### config.mk
export PLATFORM = sky130hd
export DESIGN_NAME = hdlc_fifo_host_status
export DESIGN_NICKNAME = d
export VERILOG_FILES = /design/src/core/hdlc_fifo_pkg.sv /design/src/core/hdlc_status_if.sv /design/src/core/hdlc_sticky_flags.sv /design/src/core/hdlc_fifo_host_status.sv
export SDC_FILE = /design/constraint.sdc
export NUM_CORES = 2
export LEC_CHECK = 0
export ABC_AREA = 1
export BUFFER_PORTS_ARGS = -buffer_cell sky130_fd_sc_hd__buf_2
export CAP_MARGIN = 20
export CORE_UTILIZATION = 35
export CTS_BUF_LIST = sky130_fd_sc_hd__clkbuf_4 sky130_fd_sc_hd__clkbuf_8
export CTS_CLUSTER_DIAMETER = 50
export CTS_CLUSTER_SIZE = 25
export DETAILED_ROUTE_END_ITERATION = 6
export PLACE_DENSITY = 0.5
export SYNTH_ARGS = -nofsm -noshare
export SYNTH_HDL_FRONTEND = slang
export SYNTH_SLANG_ARGS = --single-unit
### constraint.sdc
create_clock -name clock -period 12.9 [get_ports clock]
set_input_delay 1.935 -clock clock [delete_from_list [all_inputs] [get_ports clock]]
set_output_delay 1.935 -clock clock [all_outputs]
set_load 0.02 [all_outputs]
### src/core/hdlc_fifo_pkg.sv
// Constants shared by the HDLC FIFO host status block
package hdlc_fifo_pkg;
    localparam int ADDR_W = 8;
    localparam int DATA_W = 8;
    localparam int FIFO_DEPTH = 64;
    localparam int LEVEL_W = 7;
    // Register offsets
    localparam logic [7:0] RX_BYTES_AVAIL_ADDR = 8'hB5;
    localparam logic [7:0] RX_LIVE_ADDR = 8'hB4;
    localparam logic [7:0] RX_STICKY_ADDR = 8'h94;
    localparam logic [7:0] RX_MASK_ADDR = 8'hA4;
    localparam logic [7:0] RX_WATERMARK_ADDR = 8'h87;
    localparam logic [7:0] TX_WATERMARK_ADDR = 8'h87;
    localparam logic [7:0] TX_LIVE_ADDR = 8'hB1;
    localparam logic [7:0] TX_STICKY_ADDR = 8'h91;
    localparam logic [7:0] TX_MASK_ADDR = 8'hA1;
    localparam logic [7:0] TX_SPACE_ADDR = 8'hB3;
    localparam logic [7:0] TX_LOW_WM_ADDR = 8'hC7;
    // Receive status bit positions
    localparam int RX_PKT_END_BIT = 0;
    localparam int RX_HIGH_WM_BIT = 1;
    localparam int RX_EMPTY_BIT = 2;
    localparam int RX_OVERRUN_BIT = 5;
    // Transmit status bit positions
    localparam int TX_LOW_WM_BIT = 0;
    localparam int TX_UNDERRUN_BIT = 1;
    localparam int TX_EMPTY_BIT = 2;
    // Reset values
    localparam logic [7:0] MASK_RESET = 8'h00;
    localparam logic [6:0] RX_HIGH_WM_RESET = 7'h30;
    localparam logic [6:0] TX_LOW_WM_RESET = 7'h10;
    localparam logic [7:0] UNMAPPED_READ = 8'h00;
endpackage

### src/core/hdlc_status_if.sv
// Interface carrying one direction's status events between modules
`timescale 1ns/10ps
`default_nettype none
interface hdlc_status_if;
    logic [7:0] live;
    logic [7:0] event_set;
    logic [7:0] sticky;
    logic [7:0] mask;
    logic pending;
    modport core (output live, output event_set, input sticky, input pending);
    modport flags (input event_set, output sticky, input mask,
        output pending);
endinterface
`default_nettype wire

### src/core/hdlc_sticky_flags.sv
// Sticky status bits with write-one-to-clear and mask gating
`timescale 1ns/10ps
`default_nettype none
module hdlc_sticky_flags
    import hdlc_fifo_pkg::*;
(
    // Clock and reset
    input wire logic clock,
    input wire logic reset_n,
    // Host clear
    input wire logic clear_we,
    input wire logic [7:0] clear_bits,
    // Status group
    hdlc_status_if.flags st
);
    logic [7:0] sticky_reg;
    logic [7:0] sticky_next;

    // Set wins over a clear arriving in the same cycle
    always_comb begin
        sticky_next = sticky_reg;
        if (clear_we) begin
            sticky_next = sticky_next & ~clear_bits;
        end
        sticky_next = sticky_next | st.event_set;
    end

    always_ff @(posedge clock or negedge reset_n) begin
        if (!reset_n) begin
            sticky_reg <= 8'h00;
        end else begin
            sticky_reg <= sticky_next;
        end
    end

    assign st.sticky = sticky_reg;
    assign st.pending = |(sticky_reg & st.mask);
endmodule
`default_nettype wire

### src/core/hdlc_fifo_host_status.sv
// HDLC receive/transmit FIFO host status, flags and interrupt
//
// Decided for this implementation: the register addresses and strobed register access.
`timescale 1ns/10ps
`default_nettype none
module hdlc_fifo_host_status
    import hdlc_fifo_pkg::*;
(
    // Clock and reset
    input wire logic clock,
    input wire logic reset_n,
    // Register port
    input wire logic [ADDR_W-1:0] addr,
    input wire logic [DATA_W-1:0] wr_data,
    input wire logic wr_stb,
    input wire logic rd_stb,
    output logic [DATA_W-1:0] rd_data,
    // Receive FIFO data to host
    input wire logic rxf_rd_stb,
    output logic [7:0] rxf_rd_data,
    // Receive framer side
    input wire logic rx_byte_valid,
    input wire logic [7:0] rx_byte,
    input wire logic rx_byte_last,
    input wire logic rx_abort,
    // Transmit FIFO data from host
    input wire logic txf_wr_stb,
    input wire logic [7:0] txf_wr_data,
    // Transmit framer side
    input wire logic tx_byte_take,
    output logic [7:0] tx_byte,
    output logic tx_byte_valid,
    // Interrupt
    output logic irq_n_out
);
    ////////////////////////////////////////////////////////////////////
    // Receive FIFO, each entry tagged with end-of-packet
    logic [8:0] rx_mem [FIFO_DEPTH];
    logic [5:0] rx_wp_reg, rx_wp_next, rx_rp_reg, rx_rp_next;
    logic [LEVEL_W-1:0] rx_lvl_reg, rx_lvl_next;
    logic [LEVEL_W-1:0] seg_reg, seg_next;
    logic [7:0] rxf_rd_data_reg, rxf_rd_data_next;
    logic seg_end_reg, seg_end_next, in_drop_reg, in_drop_next;
    logic overrun_ev, pkt_end_ev, rx_push, rx_pop, eop_found;
    logic [LEVEL_W-1:0] eop_dist;

    assign rx_pop = rxf_rd_stb && (seg_reg != 7'h00);
    assign overrun_ev = rx_byte_valid && !in_drop_reg &&
        (rx_lvl_reg == 7'(FIFO_DEPTH)) && !rx_pop;
    assign rx_push = rx_byte_valid && !in_drop_reg && !overrun_ev;

    // Distance to the first stored end-of-packet beyond the read pointer
    always_comb begin
        eop_dist = rx_lvl_reg;
        eop_found = 1'b0;
        for (int i = FIFO_DEPTH - 1; i >= 0; i--) begin
            if ((7'(i) < rx_lvl_reg) && rx_mem[6'(rx_rp_reg + 6'(i))][8]) begin
                eop_dist = 7'(i + 1);
                eop_found = 1'b1;
            end
        end
    end

    always_comb begin
        rx_wp_next = rx_wp_reg;
        rx_rp_next = rx_rp_reg;
        rx_lvl_next = rx_lvl_reg;
        rxf_rd_data_next = rxf_rd_data_reg;
        in_drop_next = in_drop_reg;
        seg_next = seg_reg;
        seg_end_next = seg_end_reg;
        if (rx_push) begin
            rx_wp_next = rx_wp_reg + 6'h01;
        end
        if (rx_pop) begin
            rx_rp_next = rx_rp_reg + 6'h01;
            rxf_rd_data_next = rx_mem[rx_rp_reg][7:0];
            seg_next = seg_reg - 7'h01;
        end
        rx_lvl_next = rx_lvl_reg + 7'(rx_push) - 7'(rx_pop);
        // Open or spent segment follows the FIFO; an ended one holds
        if ((!seg_end_reg || seg_reg == 7'h00) && !rx_pop) begin
            seg_next = eop_dist;
            seg_end_next = eop_found;
        end
        if (rx_byte_valid && rx_byte_last) begin
            in_drop_next = 1'b0;
        end
        if (overrun_ev) begin
            rx_wp_next = 6'h00;
            rx_rp_next = 6'h00;
            rx_lvl_next = 7'h00;
            seg_next = 7'h00;
            in_drop_next = !rx_byte_last;
        end
    end

    always_ff @(posedge clock) begin
        if (rx_push) begin
            rx_mem[rx_wp_reg] <= {rx_byte_last || rx_abort, rx_byte};
        end
    end

    always_ff @(posedge clock or negedge reset_n) begin
        if (!reset_n) begin
            rx_wp_reg <= 6'h00;
            rx_rp_reg <= 6'h00;
            rx_lvl_reg <= 7'h00;
            rxf_rd_data_reg <= 8'h00;
            in_drop_reg <= 1'b0;
            seg_reg <= 7'h00;
            seg_end_reg <= 1'b0;
        end else begin
            rx_wp_reg <= rx_wp_next;
            rx_rp_reg <= rx_rp_next;
            rx_lvl_reg <= rx_lvl_next;
            rxf_rd_data_reg <= rxf_rd_data_next;
            in_drop_reg <= in_drop_next;
            seg_reg <= seg_next;
            seg_end_reg <= seg_end_next;
        end
    end
    assign rxf_rd_data = rxf_rd_data_reg;
    assign pkt_end_ev = rx_push && (rx_byte_last || rx_abort);

    ////////////////////////////////////////////////////////////////////
    // Transmit FIFO; the head register is one of its 64 bytes
    logic [7:0] tx_mem [FIFO_DEPTH];
    logic [5:0] tx_wp_reg, tx_wp_next, tx_rp_reg, tx_rp_next;
    logic [LEVEL_W-1:0] tx_lvl_reg, tx_lvl_next, tx_fill;
    logic [7:0] tx_byte_reg, tx_byte_next;
    logic tx_valid_reg, tx_valid_next;
    logic tx_push, tx_pop, tx_under_ev;

    assign tx_fill = tx_lvl_reg + 7'(tx_valid_reg);
    assign tx_push = txf_wr_stb && (tx_fill != 7'(FIFO_DEPTH));
    assign tx_pop = (tx_lvl_reg != 7'h00) && (!tx_valid_reg || tx_byte_take);
    // Underrun is a take with nothing at the head
    assign tx_under_ev = tx_byte_take && !tx_valid_reg;

    always_comb begin
        tx_wp_next = tx_wp_reg + 6'(tx_push);
        tx_rp_next = tx_rp_reg + 6'(tx_pop);
        tx_lvl_next = tx_lvl_reg + 7'(tx_push) - 7'(tx_pop);
        tx_byte_next = tx_byte_reg;
        tx_valid_next = tx_valid_reg;
        if (tx_pop) begin
            tx_byte_next = tx_mem[tx_rp_reg];
            tx_valid_next = 1'b1;
        end else if (tx_byte_take) begin
            tx_valid_next = 1'b0;
        end
    end

    always_ff @(posedge clock) begin
        if (tx_push) begin
            tx_mem[tx_wp_reg] <= txf_wr_data;
        end
    end

    always_ff @(posedge clock or negedge reset_n) begin
        if (!reset_n) begin
            tx_wp_reg <= 6'h00;
            tx_rp_reg <= 6'h00;
            tx_lvl_reg <= 7'h00;
            tx_byte_reg <= 8'h00;
            tx_valid_reg <= 1'b0;
        end else begin
            tx_wp_reg <= tx_wp_next;
            tx_rp_reg <= tx_rp_next;
            tx_lvl_reg <= tx_lvl_next;
            tx_byte_reg <= tx_byte_next;
            tx_valid_reg <= tx_valid_next;
        end
    end
    assign tx_byte = tx_byte_reg;
    assign tx_byte_valid = tx_valid_reg;

    ////////////////////////////////////////////////////////////////////
    // Status flags and interrupt
    hdlc_status_if rx_st ();
    hdlc_status_if tx_st ();
    logic [6:0] rx_hwm_reg, rx_hwm_next, tx_lwm_reg, tx_lwm_next;
    logic [7:0] rx_mask_reg, rx_mask_next, tx_mask_reg, tx_mask_next;
    logic irq_n_reg, irq_n_next, lwm_prev_reg, lwm_prev_next;

    // Live bits are combinational from FIFO state and the watermark registers
    always_comb begin
        rx_st.live = 8'h00;
        rx_st.live[RX_PKT_END_BIT] = seg_end_reg && (seg_reg != 7'h00);
        rx_st.live[RX_HIGH_WM_BIT] = rx_lvl_reg > rx_hwm_reg;
        rx_st.live[RX_EMPTY_BIT] = rx_lvl_reg == 7'h00;
        rx_st.live[RX_OVERRUN_BIT] = in_drop_reg;
        rx_st.event_set = 8'h00;
        rx_st.event_set[RX_PKT_END_BIT] = pkt_end_ev;
        rx_st.event_set[RX_OVERRUN_BIT] = overrun_ev;
        tx_st.live = 8'h00;
        lwm_prev_next = tx_fill < tx_lwm_reg;
        tx_st.live[TX_LOW_WM_BIT] = lwm_prev_next;
        tx_st.live[TX_EMPTY_BIT] = tx_fill == 7'h00;
        tx_st.event_set = 8'h00;
        tx_st.event_set[TX_LOW_WM_BIT] = lwm_prev_next && !lwm_prev_reg;
        tx_st.event_set[TX_UNDERRUN_BIT] = tx_under_ev;
    end
    assign rx_st.mask = rx_mask_reg;
    assign tx_st.mask = tx_mask_reg;

    hdlc_sticky_flags rx_flags (
        .clock(clock),
        .reset_n(reset_n),
        .clear_we(wr_stb && addr == RX_STICKY_ADDR),
        .clear_bits(wr_data),
        .st(rx_st)
    );
    hdlc_sticky_flags tx_flags (
        .clock(clock),
        .reset_n(reset_n),
        .clear_we(wr_stb && addr == TX_STICKY_ADDR),
        .clear_bits(wr_data),
        .st(tx_st)
    );

    ////////////////////////////////////////////////////////////////////
    // Register port
    logic [7:0] rd_data_reg, rd_data_next;

    always_comb begin
        rx_mask_next = rx_mask_reg;
        tx_mask_next = tx_mask_reg;
        rx_hwm_next = rx_hwm_reg;
        tx_lwm_next = tx_lwm_reg;
        rd_data_next = rd_data_reg;
        if (wr_stb) begin
            case (addr)
                RX_MASK_ADDR: rx_mask_next = wr_data;
                TX_MASK_ADDR: tx_mask_next = wr_data;
                RX_WATERMARK_ADDR: rx_hwm_next = wr_data[6:0];
                TX_LOW_WM_ADDR: tx_lwm_next = wr_data[6:0];
                default: ;
            endcase
        end
        if (rd_stb) begin
            // Sampled once into a flop, so the value holds for the read
            case (addr)
                RX_BYTES_AVAIL_ADDR: rd_data_next =
                    {(seg_reg != 7'h00) && !seg_end_reg, seg_reg};
                RX_LIVE_ADDR: rd_data_next = rx_st.live;
                RX_STICKY_ADDR: rd_data_next = rx_st.sticky;
                RX_MASK_ADDR: rd_data_next = rx_mask_reg;
                TX_LIVE_ADDR: rd_data_next = tx_st.live;
                TX_STICKY_ADDR: rd_data_next = tx_st.sticky;
                TX_MASK_ADDR: rd_data_next = tx_mask_reg;
                TX_SPACE_ADDR: rd_data_next =
                    {1'b0, 7'(FIFO_DEPTH) - tx_fill};
                TX_LOW_WM_ADDR: rd_data_next = {1'b0, tx_lwm_reg};
                default: rd_data_next = UNMAPPED_READ;
            endcase
        end
        irq_n_next = !(rx_st.pending || tx_st.pending);
    end

    always_ff @(posedge clock or negedge reset_n) begin
        if (!reset_n) begin
            rx_mask_reg <= MASK_RESET;
            tx_mask_reg <= MASK_RESET;
            rx_hwm_reg <= RX_HIGH_WM_RESET;
            tx_lwm_reg <= TX_LOW_WM_RESET;
            rd_data_reg <= 8'h00;
            irq_n_reg <= 1'b1;
            lwm_prev_reg <= 1'b0;
        end else begin
            rx_mask_reg <= rx_mask_next;
            tx_mask_reg <= tx_mask_next;
            rx_hwm_reg <= rx_hwm_next;
            tx_lwm_reg <= tx_lwm_next;
            rd_data_reg <= rd_data_next;
            irq_n_reg <= irq_n_next;
            lwm_prev_reg <= lwm_prev_next;
        end
    end
    assign rd_data = rd_data_reg;
    assign irq_n_out = irq_n_reg;
endmodule
`default_nettype wire

==> results by stage <==
Yosys:
- Summing the areas of all compound-gate instances in the mapped netlist gives between 10% and 20% of the synthesized area.
- The xor-xnor portion of the synthesized cell area is between 1 and 1.5%.
- The number of nets in the synthesized netlist is approximately 5.2k.
- After Yosys synthesis, and, or, nand and nor cells account for between 10 and 15% of the synthesized area.
- Of all flip-flops after synthesis, the portion carrying an async set or reset was under 10%.
- The synthesized netlist contains 61 unique library cells.
- The multiplexer share of the synthesized area is less than 1%.
- The cell area after synthesis is roughly 0.055 sq mm.
- The synthesized netlist devotes under 10% of its cell area to adder and majority cells.
- For this run, the leading register cell type out of synthesis is sky130_fd_sc_hd__edfxtp_1.
- A synthesized cell averages 10.8 sq um.
- The largest family of logic cells by synthesized area is simple AND/OR/NAND/NOR gates.
- Sequential elements use 64.5% of the synthesized area.
- Counting flops with a built-in enable in the synthesized netlist gives 1088.
- The post-synthesis cell count is 5130.
- The Yosys warning count is 0.
- The flip-flop and latch count after synthesis is approximately 1.2k.

Timing:
- The worst clock skew on the final layout is around 0.074 ns.
- Summed over all failing endpoints, the final setup total negative slack is 0 ns.
- The final worst setup slack is approximately 5 ns.
- The total count of hold-check failures in the final report is 0.
- Setup violations remaining at the end of the flow were counted as 0.
- The worst pin sits at a relative slew slack of between 20 and 30%.
- At the pin with the least slew margin, the transition time is approximately 1.1 ns.
- The count of pins over their slew limit was 0.
- The worst path in the final design needs a cycle of 7.87 ns, including I/O delays and setup.
- Setup repair after global routing left no endpoint under its margin.
- The achievable frequency is ~0.13 GHz.
- The ratio of final minimum period to clock period is ~60%.

Critical path:
- Data on the critical path is required at its endpoint by approximately 14 ns.
- The most repeated library cell on the critical path is sky130_fd_sc_hd__nand2_1.
- The type of the worst setup path is reg -> reg.
- STA classifies the critical path endpoint as a flip-flop.
- The maximum fanout encountered on the critical timing path is 57.
- The startpoint class of the critical path is a flip-flop.
- Among all stages on the critical path, the largest delay is contributed by sky130_fd_sc_hd__dfrtp_4.
- Data on the critical path arrives at its endpoint at ~8.6 ns.
- The largest single stage delay on the critical path is 0.78 ns.

Outcome:
- The flow ran to the end, and the final reports show no timing, DRC or antenna violations.

Floorplanning:
- The die boundary height is 399 microns.
- The core region is between 0.15 and 0.2 sq mm.
- The initial utilization of the core area, before any placement, comes to a little over a third.
- In this run the count of I/O pins placed on the die edge is between 60 and 70.
- The floorplan step defined a die boundary enclosing between 0.15 and 0.2 sq mm.
- In this run the horizontal extent of the chip is approximately 400 microns.
- The cell row count is approximately 150.

CTS:
- The H-tree was split into 3 levels.
- The number of clock buffers inserted by TritonCTS is ~120.
- The number of gates resized after CTS is 0.
- The clock insertion delay at the later pin of the skew report is just under 0.9 ns.
- The TritonCTS sink count is 1208.
- The buffer depth of the longest clock path is 3.
- Post-CTS timing repair inserted 0 buffers for setup.
- Clock-pin slew was measured on the worst setup and hold paths at ~0.1 ns.
- The clock tree from TritonCTS is yes.
- The count of hold buffers inserted by post-cts repair is 0.
- The clock root buffer is sky130_fd_sc_hd__clkbuf_8.

Hold path:
- The worst min-delay path category is reg -> reg.

Finish:
- Leaving out fill and tap cells, the most frequent cells in the layout are sky130_fd_sc_hd__edfxtp_1 (1088), sky130_fd_sc_hd__nor2_1 (783), sky130_fd_sc_hd__nand2_1 (667).
- The register with the most flip-flops in the layout has ~580 of them.
- The area growth from synthesis to layout is 9.60%.
- The non-filler instance count after layout is 7298.
- The count of fill cells added during filler insertion is 15.3k.
- The register ranked first by flip-flop count is rx_mem.
- In the final layout, the registers with the most flip-flops are rx_mem: 576 flops, tx_mem: 512 flops.
- In the final layout, the share of cells above drive strength 1 is under 10%.
- At the end of the flow, the number of nets in the layout was 5251.
- The commonest non-fill, non-tap cell in the layout is sky130_fd_sc_hd__edfxtp_1.

Power and ir drop:
- The internal portion of the total power is about 7.9 mW.
- The combinational group share of total power is 51.9%.
- The power share of the sequential group is 30.7%.
- The switching share of power is between 40% and 50%.
- The maximum vdd drop is between 0.1 and 0.15 mV.
- The cell area power density is around 260 mW/mm^2.
- The clock network power share is ~17%.
- The total net switching power is 7.73 mW.
- The analysis attributes to cell leakage a power of between 20 and 25 nW.

Drt:
- Summed over all layers, the routed wires come to approximately 180000 microns.
- Before antenna repair, the detailed router went through 6 iterations.
- The antenna violation net count after detailed routing is 0.
- The detailed-route DRC error count is 0.
- The final routed wire length divided by cell count is 24.2 microns.
- After the first detailed-routing iteration, the DRC count stood at 4733.
- Across all layers, the routed design uses 40.6k vias.
- Dividing the detail-routed via count by the number of cells gives ~5.6.

Global route:
- The via count of the first global-routing pass is approximately 38k.
- Entering global routing, the biggest net connects approximately 130 pins.
- For this run the aggregate overflow at the end of global routing stands at 0.
- The first global-routing pass estimated roughly 260000 microns of wire.
- The number of antenna violations at the first check in global routing is 3.
- Global routing used ~22% of the available tracks across all layers.

Place:
- The worst setup slack before clock tree synthesis is ~5.2 ns.
- During placement, the flow inserted port buffers numbering between 60 and 70.
- The HPWL after detailed placement is around 110000 microns.
- The last weighted congestion value of the routability-driven placer is between 0.9 and 1.
- In this run, placement finished with an instance count of slightly above 7k.

Flow run:
- The number of max-cap violations is 0.
per-layer routing:
| metal | routed length (microns) | global-route usage [%] | up-vias |
|---|---|---|---|
| met2 | 77500 | 32.8 | 1477 |
| met5 | 0 | 0 | - |
| li1 | - | - | 18700 |
| met3 | 11400 | 2.71 | 215 |
| met1 | 83700 | 32.7 | 20200 |
| met4 | 4170 | 5.81 | 0 |
critical path: cells and delay by family (launching register included):
kind	cells	cell delay [ns]
compound gates	2	0.50
buf+inv	3	1.84
fa+ha+maj	1	0.50
simple gates	65	4.03
flops	1	0.78
stage by stage:
| step | hold WS (ns) | util, % | power [mW] | instance area [sq um] |
|---|---|---|---|---|
| final | 0.440 | 38.7 | 15.6 | 60600 |
| after global placement | 0.422 | 36.9 | 12.8 | 57700 |
| after detailed placement | 0.428 | 36.9 | 12.8 | 57800 |
| after CTS | 0.442 | 38.7 | 15.5 | 60500 |
| after floorplan | 0.411 | - | 10.1 | 55300 |
| after global routing | 0.468 | 38.7 | 16.6 | 60600 |
final cells by class:
| type | instances | area, sq um | share of cell area, % |
|---|---|---|---|
| diodes | 2 | 5.00 | 0.00826 |
| well taps | 2058 | 2570 | 4.25 |
| clock inverters | 96 | 1060 | 1.75 |
| clock buffers | 125 | 1680 | 2.78 |
| multi-input cells | 3393 | 17500 | 28.9 |
| flip-flops and latches | 1208 | 35700 | 58.9 |
| repair buffers | 166 | 1130 | 1.87 |
| inverters | 250 | 965 | 1.59 |
cells in the mapped netlist (79+ instances only):
cell type / count / area share (%)
sky130_fd_sc_hd__inv_1: 228 / 1.5
sky130_fd_sc_hd__dfrtp_1: 116 / 5.2
sky130_fd_sc_hd__nand3_1: 474 / 4.3
sky130_fd_sc_hd__o211ai_1: 79 / 1.1
sky130_fd_sc_hd__clkbuf_1: 228 / 1.5
sky130_fd_sc_hd__nor2_1: 785 / 5.3
sky130_fd_sc_hd__edfxtp_1: 1088 / 59
sky130_fd_sc_hd__nand2_1: 667 / 4.5
sky130_fd_sc_hd__o221ai_1: 145 / 2.3
sky130_fd_sc_hd__o22ai_1: 140 / 1.6
sky130_fd_sc_hd__o21ai_0: 658 / 6.0
sky130_fd_sc_hd__a21oi_1: 95 / 0.86
cell families (layout without fill, tap and decap cells):
group,count (synthesis),count (layout)
compound gates,1245,1245
xor+xnor,70,70
fa+ha+maj,74,74
buf+inv,529,637
flops,1208,1208
mux,3,3
other cells,0,2
simple gates,2001,2001
worst paths after layout:
check,from,to,slack [ns],cells after the start
max in group asynchronous,reset_n,tx_rp_reg[1],10.27,2
setup / recovery,rx_rp_reg[2],seg_reg[0],5.03,71
min in group asynchronous,reset_n,rx_wp_reg[0],1.12,1
hold / removal,lwm_prev_reg,tx_flags.st.sticky[0],0.44,1
hold reg to reg,lwm_prev_reg,tx_flags.st.sticky[0],0.44,1
setup reg to reg,rx_rp_reg[2],seg_reg[0],5.03,71
power by group through the flow:
| stage | sequential, mW | combinational [mW] | clock (mW) |
|---|---|---|---|
| 6_report | 4.79 | 8.10 | 2.71 |
| 4_1_cts | 4.80 | 7.96 | 2.78 |
| 3_5_place_dp | 4.88 | 7.94 | 0 |
| 3_3_place_gp | 4.88 | 7.96 | 0 |
| 5_1_grt | 4.82 | 8.87 | 2.92 |
| 2_1_floorplan | 4.71 | 5.44 | 0 |
No activity file was read; power rests on OpenSTA's default activity.
